### src/logic/ipc_pkg.sv
// Shared constants for the two-wire bus pad control block.
package ipc_pkg;
    // Bus and register map.
    localparam int ADDR_W = 12;
    localparam int NUM_PADS = 4;
    localparam logic [11:0] OFS_PAD_B1 = 12'h000;
    localparam logic [11:0] OFS_PAD_B2 = 12'h004;
    localparam logic [11:0] OFS_PAD_C3 = 12'h008;
    localparam logic [11:0] OFS_PAD_C4 = 12'h00c;
    localparam logic [11:0] OFS_PORT_RD = 12'h010;
    // Pad control field layout and reset value.
    localparam int SLEW_POS = 6;
    localparam int BIAS_LO = 4;
    localparam int LEVEL_LO = 0;
    localparam logic [7:0] PAD_IMPL_MASK = 8'h73;
    localparam logic [7:0] PAD_RESET = 8'h00;
    // Bias current field codes.
    localparam logic [1:0] BIAS_STD = 2'h0;
    localparam logic [1:0] BIAS_2X = 2'h1;
    localparam logic [1:0] BIAS_10X = 2'h2;
    // Input level field codes.
    localparam logic [1:0] LEVEL_GPIO = 2'h0;
    localparam logic [1:0] LEVEL_BUS = 2'h1;
    localparam logic [1:0] LEVEL_SMB2 = 2'h2;
    localparam logic [1:0] LEVEL_SMB3 = 2'h3;
    // Pull-up drive codes sent to the pad.
    localparam logic [1:0] PULL_OFF = 2'h0;
    localparam logic [1:0] PULL_WEAK = 2'h1;
    localparam logic [1:0] PULL_2X = 2'h2;
    localparam logic [1:0] PULL_10X = 2'h3;
    // Input threshold codes sent to the pad.
    localparam logic [2:0] THR_TTL = 3'h0;
    localparam logic [2:0] THR_SCHMITT = 3'h1;
    localparam logic [2:0] THR_BUS = 3'h2;
    localparam logic [2:0] THR_SMB2 = 3'h3;
    localparam logic [2:0] THR_SMB3 = 3'h4;
    // Bit positions in the port read-back register.
    localparam int RD_B6 = 0;
    localparam int RD_B7 = 1;
    localparam int RD_E3 = 2;
endpackage

### src/logic/ipc_pad_if.sv
// Bundle between the register file and one pad decoder.
`timescale 1ns/100ps
interface ipc_pad_if;
    logic [7:0] cfg;
    logic gpio_slew;
    logic gpio_bias;
    logic gpio_level;
    logic st_in;
    logic std_in;
    logic bus_slew;
    logic std_slew;
    logic [1:0] pull;
    logic [2:0] thr;
    logic periph_in;
    modport ctl (output cfg, gpio_slew, gpio_bias, gpio_level, st_in,
        std_in, input bus_slew, std_slew, pull, thr, periph_in);
    modport dec (input cfg, gpio_slew, gpio_bias, gpio_level, st_in,
        std_in, output bus_slew, std_slew, pull, thr, periph_in);
endinterface

### src/logic/ipc_pad_ctrl.sv
// Pad control registers for the four bus-capable pins, on APB.
// Notes on behaviour
// - A set edge-rate select bit applies bus slew limiting, turns off the ordinary limiter and ignores the GPIO edge-rate bit; clear, the GPIO bit rules.
// - Bias field 00 uses the GPIO weak pull-up bit, 01 gives twice and 10 ten times the standard current, 11 is reserved.
// - Level field 11 picks the 1.35 V threshold, 10 the 2.1 V one, 01 bus thresholds and 00 the GPIO level bits.
// - Bit 7 and bits 3 to 2 read as zero and ignore writes.
// - The implemented fields are read/write and clear to zero on every reset.
// - There are four identical pad control registers for pins B1, B2, C3 and C4.
// - Peripherals reading a pad take the Schmitt input when its register enables it.
// - In debug mode, reads of port B pins 6 and 7 return one.
// - Port E bit 3 is read-only and reads one while master clear is enabled.
// - With master clear enabled the port E pin 3 pull-up is forced on, its stored enable untouched.
//
// Implementation choices: the APB slave port and the placing of the registers.
`timescale 1ns/100ps
module ipc_pad_ctrl import ipc_pkg::*; (
    input wire logic mclk,
    input wire logic reset_n,
    input wire logic psel,
    input wire logic penable,
    input wire logic pwrite,
    input wire logic [ADDR_W-1:0] paddr,
    input wire logic [31:0] pwdata,
    input wire logic [3:0] pstrb,
    output logic [31:0] prdata,
    output logic pready,
    output logic pslverr,
    input wire logic debug_mode,
    input wire logic master_clear_enable,
    input wire logic port_e_pin3_bias_en,
    input wire logic [3:0] gpio_edge_rate_bit,
    input wire logic [3:0] gpio_weak_bias_bit,
    input wire logic [3:0] gpio_input_level_bit,
    input wire logic port_b_pin6,
    input wire logic port_b_pin7,
    input wire logic port_e_pin3,
    input wire logic [3:0] pad_schmitt_input,
    input wire logic [3:0] pad_std_input,
    output logic [3:0] bus_slew_en,
    output logic [3:0] std_slew_en,
    output logic [7:0] pull_mode,
    output logic [11:0] thresh_mode,
    output logic [3:0] periph_in,
    output logic port_e_pin3_pullup
);
    logic [7:0] pad_ctrl_reg [NUM_PADS];
    logic [10:0] pins_raw;
    logic [10:0] pins_sync;
    logic b6_sync;
    logic b7_sync;
    logic e3_sync;
    logic [3:0] st_sync;
    logic [3:0] std_sync;
    logic setup;
    logic access;
    logic wr_en;
    logic [3:0] pad_hit;
    logic port_hit;
    logic [7:0] port_word;
    logic [31:0] next_rdata;
    logic next_err;

    // Pin levels come from outside the clock domain, so all of them pass
    // a two-stage synchroniser before any logic looks at them.
    assign pins_raw = {pad_std_input, pad_schmitt_input, port_e_pin3,
        port_b_pin7, port_b_pin6};

    ipc_sync2 #(
        .W(11)
    ) u_sync (
        .mclk(mclk),
        .reset_n(reset_n),
        .d(pins_raw),
        .q(pins_sync)
    );

    assign b6_sync = pins_sync[0];
    assign b7_sync = pins_sync[1];
    assign e3_sync = pins_sync[2];
    assign st_sync = pins_sync[6:3];
    assign std_sync = pins_sync[10:7];

    // Bus phases. The slave never inserts wait states.
    assign setup = psel && !penable;
    assign access = psel && penable;
    assign pready = 1'b1;
    assign wr_en = access && pwrite && pstrb[0];

    // Address decode, one hit line per pad register.
    always_comb begin
        pad_hit = 4'h0;
        pad_hit[0] = (paddr == OFS_PAD_B1);
        pad_hit[1] = (paddr == OFS_PAD_B2);
        pad_hit[2] = (paddr == OFS_PAD_C3);
        pad_hit[3] = (paddr == OFS_PAD_C4);
    end

    assign port_hit = (paddr == OFS_PORT_RD);

    // Pad registers. Unimplemented bits are masked at the write, so they
    // can never hold a one and always read back as zero.
    always_ff @(posedge mclk) begin
        if (!reset_n) begin
            for (int i = 0; i < NUM_PADS; i++) begin
                pad_ctrl_reg[i] <= PAD_RESET;
            end
        end else begin
            for (int i = 0; i < NUM_PADS; i++) begin
                if (wr_en && pad_hit[i]) begin
                    pad_ctrl_reg[i] <= pwdata[7:0] & PAD_IMPL_MASK;
                end
            end
        end
    end

    // Port read-back word. Debug mode pins the two port B bits high and
    // an enabled master clear pins port E bit 3 high.
    always_comb begin
        port_word = 8'h00;
        port_word[RD_B6] = b6_sync | debug_mode;
        port_word[RD_B7] = b7_sync | debug_mode;
        port_word[RD_E3] = e3_sync | master_clear_enable;
    end

    // Read data mux. Unmapped offsets answer zero with an error flag.
    // The read-back word has no write path, so writes there are dropped
    // quietly rather than flagged.
    always_comb begin
        next_rdata = 32'h0000_0000;
        next_err = 1'b0;
        if (port_hit) begin
            next_rdata[7:0] = port_word;
        end else if (pad_hit != 4'h0) begin
            for (int i = 0; i < NUM_PADS; i++) begin
                if (pad_hit[i]) begin
                    next_rdata[7:0] = pad_ctrl_reg[i];
                end
            end
        end else begin
            next_err = 1'b1;
        end
    end

    // Read data and error are captured in the setup cycle so that the
    // outputs come from flops and stand still through the access cycle.
    // The cost is that a read sees pin state one clock older.
    always_ff @(posedge mclk) begin
        if (!reset_n) begin
            prdata <= 32'h0000_0000;
        end else if (setup) begin
            prdata <= pwrite ? 32'h0000_0000 : next_rdata;
        end
    end

    always_ff @(posedge mclk) begin
        if (!reset_n) begin
            pslverr <= 1'b0;
        end else if (setup) begin
            pslverr <= next_err;
        end
    end

    // One decoder per pad, all of the same layout.
    ipc_pad_if pad_if [NUM_PADS] ();

    for (genvar g = 0; g < NUM_PADS; g++) begin : g_pad
        // Decoded selections follow the register flops directly.
        assign pad_if[g].cfg = pad_ctrl_reg[g];
        assign pad_if[g].gpio_slew = gpio_edge_rate_bit[g];
        assign pad_if[g].gpio_bias = gpio_weak_bias_bit[g];
        assign pad_if[g].gpio_level = gpio_input_level_bit[g];
        assign pad_if[g].st_in = st_sync[g];
        assign pad_if[g].std_in = std_sync[g];

        ipc_pad_decode u_dec (
            .pad(pad_if[g])
        );

        assign bus_slew_en[g] = pad_if[g].bus_slew;
        assign std_slew_en[g] = pad_if[g].std_slew;
        assign pull_mode[2*g +: 2] = pad_if[g].pull;
        assign thresh_mode[3*g +: 3] = pad_if[g].thr;
        assign periph_in[g] = pad_if[g].periph_in;
    end

    // Master clear forces the pull-up without touching the stored
    // enable, which lives outside this block and is only read here.
    assign port_e_pin3_pullup = master_clear_enable |
        port_e_pin3_bias_en;

    // The same checks on every pad, so that a fault confined to one
    // pad cannot hide behind checks that watch another, except in the
    // standard pull-up, 1.35 V threshold and write checks, which watch pads 3, 0 and 2 alone.
    for (genvar g = 0; g < NUM_PADS; g++) begin : g_chk

    end
endmodule

### src/logic/ipc_sync2.sv
// Two-stage synchroniser for pin levels.
`timescale 1ns/100ps
module ipc_sync2 #(
    parameter int W = 1
) (
    input wire logic mclk,
    input wire logic reset_n,
    input wire logic [W-1:0] d,
    output logic [W-1:0] q
);
    logic [W-1:0] meta;

    // The first stage feeds only the second stage.
    always_ff @(posedge mclk) begin
        if (!reset_n) begin
            meta <= '0;
            q <= '0;
        end else begin
            meta <= d;
            q <= meta;
        end
    end
endmodule

### src/logic/ipc_pad_decode.sv
// Decodes one pad control byte into pad drive and input selections.
`timescale 1ns/100ps
module ipc_pad_decode import ipc_pkg::*; (
    ipc_pad_if.dec pad
);
    logic [1:0] bias_current_sel;
    logic [1:0] input_level_sel;

    assign bias_current_sel = pad.cfg[BIAS_LO +: 2];
    assign input_level_sel = pad.cfg[LEVEL_LO +: 2];

    // Bus slew limiting replaces the ordinary limiter outright.
    always_comb begin
        pad.bus_slew = pad.cfg[SLEW_POS];
        pad.std_slew = pad.cfg[SLEW_POS] ? 1'b0 : pad.gpio_slew;
    end

    // The reserved code falls back to the ordinary pull-up path.
    always_comb begin
        unique case (bias_current_sel)
            BIAS_2X: pad.pull = PULL_2X;
            BIAS_10X: pad.pull = PULL_10X;
            default: pad.pull = pad.gpio_bias ? PULL_WEAK : PULL_OFF;
        endcase
    end

    // Bus thresholds override the ordinary level select.
    always_comb begin
        unique case (input_level_sel)
            LEVEL_SMB3: pad.thr = THR_SMB3;
            LEVEL_SMB2: pad.thr = THR_SMB2;
            LEVEL_BUS: pad.thr = THR_BUS;
            default: pad.thr = pad.gpio_level ? THR_SCHMITT : THR_TTL;
        endcase
    end

    // Peripherals see the bus Schmitt input once it is enabled.
    assign pad.periph_in = (input_level_sel != LEVEL_GPIO) ?
        pad.st_in : pad.std_in;
endmodule

### config.mk
export PLATFORM = sky130hd
export DESIGN_NAME = ipc_pad_ctrl
export DESIGN_NICKNAME = d
export VERILOG_FILES = /design/src/logic/ipc_pkg.sv /design/src/logic/ipc_pad_if.sv /design/src/logic/ipc_pad_ctrl.sv /design/src/logic/ipc_sync2.sv /design/src/logic/ipc_pad_decode.sv
export SDC_FILE = /design/constraint.sdc
export NUM_CORES = 1
export LEC_CHECK = 0
export CELL_PAD_IN_SITES_DETAIL_PLACEMENT = 2
export CELL_PAD_IN_SITES_GLOBAL_PLACEMENT = 2
export CORE_MARGIN = 4
export CORE_UTILIZATION = 23
export CTS_CLUSTER_DIAMETER = 120
export DETAILED_ROUTE_END_ITERATION = 8
export DONT_BUFFER_PORTS = 1
export PLACE_DENSITY_LB_ADDON = 0.1
export REMOVE_ABC_BUFFERS = 1
export SYNTH_ARGS = -nofsm -noshare
export SYNTH_HDL_FRONTEND = slang
export SYNTH_SLANG_ARGS = --single-unit
### constraint.sdc
create_clock -name mclk -period 1.9 [get_ports mclk]
set_input_delay 0.19 -clock mclk [delete_from_list [all_inputs] [get_ports mclk]]
set_output_delay 0.19 -clock mclk [all_outputs]
set_load 0.005 [all_outputs]
==> results.py <==
metrics = {
    "grt": {
        "antenna_found_initial": 0,
        "grtUsageTotal_pct": 10.12,
        "grt_first_pass_wirelength_um": 10120,
        "grt_max_degree": 37,
        "overflow": 0,
        "first_global_vias": 1824,
    },
    "logic_synthesis": {
        "ys_types": 39,
        "ys_ff_latch": 49,
        "syn_inst": 263,
        "syn_avg_cell_area_um2": 10.21,
        "ys_warn_count": 0,
        "synth.yosys.seq_area_share_pct": 43.97,
        "syn-cell-area_mm2": 0.002686,
    },
    "critical_path": {
        "startpoint": "pad_ctrl_reg[1][0]",
        "cp.required_ns": 1.71,
        "cp_max_fo": 3,
        "reg2reg_from": "pad_ctrl_reg[3][0]",
        "cp-end-kind": "output port",
        "arrival_ns": 1.41,
        "worst_r2r_endpoint": "prdata[0]",
        "endpoint": "periph_in[1]",
        "cp-start-kind": "flip-flop",
        "critical_path_class": "reg -> out",
        "r2r_setup_slack_ns": 0.67,
        "worst-r2r-cell-count": 3,
    },
    "final_layout": {
        "largest_reg_flops": 20,
        "nFillCells": 1298,
        "area_growth_pct": 6.567,
        "insertedDiodeCount": 0,
        "nets": 351,
        "drive_above_1_share_pct": 13.23,
    },
    "timing": {
        "period_share_pct": 84.23,
        "hold_ws_ns": 0.02044,
        "setup_violations": 0,
        "hold_viol_final": 0,
        "fin_setup_tns_ns": 0,
        "clock_skew_ns": 0.004474,
        "fin_crit_ns": 1.600,
        "max_freq_ghz": 0.6249,
        "drv_slew": 0,
        "grt_setup_unrepaired": "false",
    },
    "power_and_ir_drop": {
        "finalPower_mw": 2.363,
        "intPower_mw": 1.845,
        "switching_share_pct": 21.92,
        "seq_power_share_pct": 49.2,
        "clockPowerShare_pct": 43.2,
        "p_per_area_mw_per_mm2": 825.6,
        "p_sw_mw": 0.5182,
        "leakagePower_nw": 1.164,
        "combPwrFrac_pct": 7.6,
        "peakVddDrop_mv": 0.2695,
    },
    "hold_path": {
        "whs_path_depth": 1,
        "hp-class": "in -> reg",
    },
    "die": {
        "start_util_pct": 23.53,
        "std_cell_rows": 39,
        "die_x_um": 116.1,
        "dieArea_mm2": 0.01347,
        "fp.coreArea_mm2": 0.01142,
        "ios": 146,
        "die_y_um": 116.1,
    },
    "cts": {
        "cts_max_path_buffers": 2,
        "numCtsBuffers": 5,
        "clock-sinks": 49,
        "clk_latency_ns": 0.29,
        "cts_hold_buffers": 0,
        "post_cts_resized": 0,
        "cts_tree": "yes",
        "cts_root_buf": "clkbuf_16",
        "clk_pin_slew_worst_paths_ns": 0.07,
        "cts_max_level": 2,
        "cts_setup_buffers": 0,
    },
    "placement": {
        "gp_congestion": 0.6939,
        "place.detailed.hpwl_um": 5519,
        "port-buffer-count": 0,
    },
    "drt": {
        "drc": 0,
        "wirelength_um": 6763,
        "drt-initial-drc-count": 36,
        "wl_per_cell_um": 16.91,
        "via_per_inst": 4.280,
        "drtPass1Iterations": 4,
        "route.vias.total": 1712,
        "drtAntennaViolNets": 0,
    },
    "status": {
        "status": "finished clean",
    },
    "run": {
        "cap_violations": 0,
    },
}
[stage by stage]
| step | utilization, % | setup WS [ns] | cells | cell area [um2] |
|---|---|---|---|---|
| after floorplan | - | 0.2209 | 241 | 2456 |
| after global placement | 23.60 | 0.2775 | 392 | 2695 |
| after detailed placement | 23.60 | 0.2536 | 392 | 2695 |
| after CTS | 25.07 | 0.2601 | 400 | 2863 |
| after global routing | 25.07 | 0.1949 | 400 | 2863 |
| final | 25.07 | 0.2997 | 400 | 2863 |
[layout make-up]
| class | instances | area, um2 | area share, % |
|---|---|---|---|
| Clock buffer | 6 | 128.9 | 4.502 |
| Tap cell | 143 | 178.9 | 6.250 |
| Timing Repair Buffer | 8 | 60.06 | 2.098 |
| Clock inverter | 2 | 38.79 | 1.355 |
| Inverter | 17 | 63.81 | 2.229 |
| Multi-Input combinational cell | 175 | 1211 | 42.31 |
| Sequential cell | 49 | 1181 | 41.26 |
[power by group through the flow]
stage	registers (mW)	clock network, mW	logic, mW
3_3_place_gp	1.19	0	0.180
2_1_floorplan	1.18	0	0.137
4_1_cts	1.16	1.07	0.185
5_1_grt	1.17	1.11	0.206
6_report	1.16	1.02	0.180
3_5_place_dp	1.19	0	0.183
[per-layer routing]
metal	part of all wire [%]	vias to the layer above	track usage, %
met2	50	68	17.15
met3	8.0	6	3.655
met1	41	831	12.12
met4	1.1	0	2.784
met5	0	-	0
li1	-	807	-
[logic make-up (layout without fill, tap and decap cells)]
family | Yosys count | in the layout | synth area share, %
other cells | 2 | 27 | 0.2796
compound gates | 23 | 23 | 5.683
simple gates | 94 | 94 | 21.52
buf+inv | 64 | 33 | 14.44
flops | 49 | 49 | 43.97
fa+ha+maj | 16 | 16 | 7.452
mux | 15 | 15 | 6.660
[critical path: stages (launching register included)]
cell and delay (ns):
edfxtp_1 0.44, inv_1 0.11, ha_1 0.21, mux2_2 0.36
[worst min-delay path by stage]
| stage | to | start |
|---|---|---|
| final | u_sync.meta[8] | pad_std_input[1] |
| after CTS | u_sync.q[2] | reset_n |
| after detailed placement | prdata[2] | reset_n |
| after global placement | prdata[0] | reset_n |
| after floorplan | prdata[0] | reset_n |
| after global routing | u_sync.meta[3] | pad_schmitt_input[0] |
[cell usage in the layout (no fill, tap or decap), types with 2 or more instances in the layout]
cell type,synthesis,routed
and2_1,43,43
nand4_1,5,5
o22ai_1,2,2
nor2_1,11,11
nor4b_1,2,2
clkbuf_16,0,5
edfxtp_1,20,20
buf_4,39,8
nand2_1,7,7
dfxtp_1,29,29
a21oi_1,2,2
conb_1,2,27
inv_1,17,17
nor2b_1,6,6
ha_1,16,16
and4_1,2,2
nand2b_1,4,4
o31ai_1,5,5
nand3_1,5,5
o21ai_0,7,7
mux2_2,13,13
nor3_2,2,2
[cell usage after synthesis]
master	n	share of area [%]
mux4_2	1	0.84
nor4_4	1	0.79
o2bb2ai_1	1	0.33
nor4b_1	2	0.65
and4_1	2	0.65
and3_1	1	0.23
buf_2	1	0.19
nor2_1	11	1.5
nor4_1	1	0.23
inv_1	17	2.4
conb_1	2	0.28
nor2b_1	6	1.4
nand3_1	5	0.93
a211oi_1	1	0.28
clkbuf_1	7	0.98
mux2_2	13	5.4
ha_1	16	7.5
mux2i_1	1	0.37
dfxtp_1	29	22
nand2b_1	4	0.93
buf_4	39	11
nor4bb_1	1	0.37
nor3b_1	1	0.28
o211a_1	1	0.37
nand2_1	7	0.98
a41oi_1	1	0.33
o31ai_1	5	1.4
o22ai_1	2	0.47
edfxtp_1	20	22
o2111ai_1	1	0.33
and2_1	43	10
a21oi_1	2	0.37
o21a_1	1	0.28
nor3_2	2	0.75
o21ai_0	7	1.3
a31oi_1	1	0.23
nand3_2	1	0.37
or2_2	1	0.23
nand4_1	5	1.2
Power figures use the tool's default switching activity.
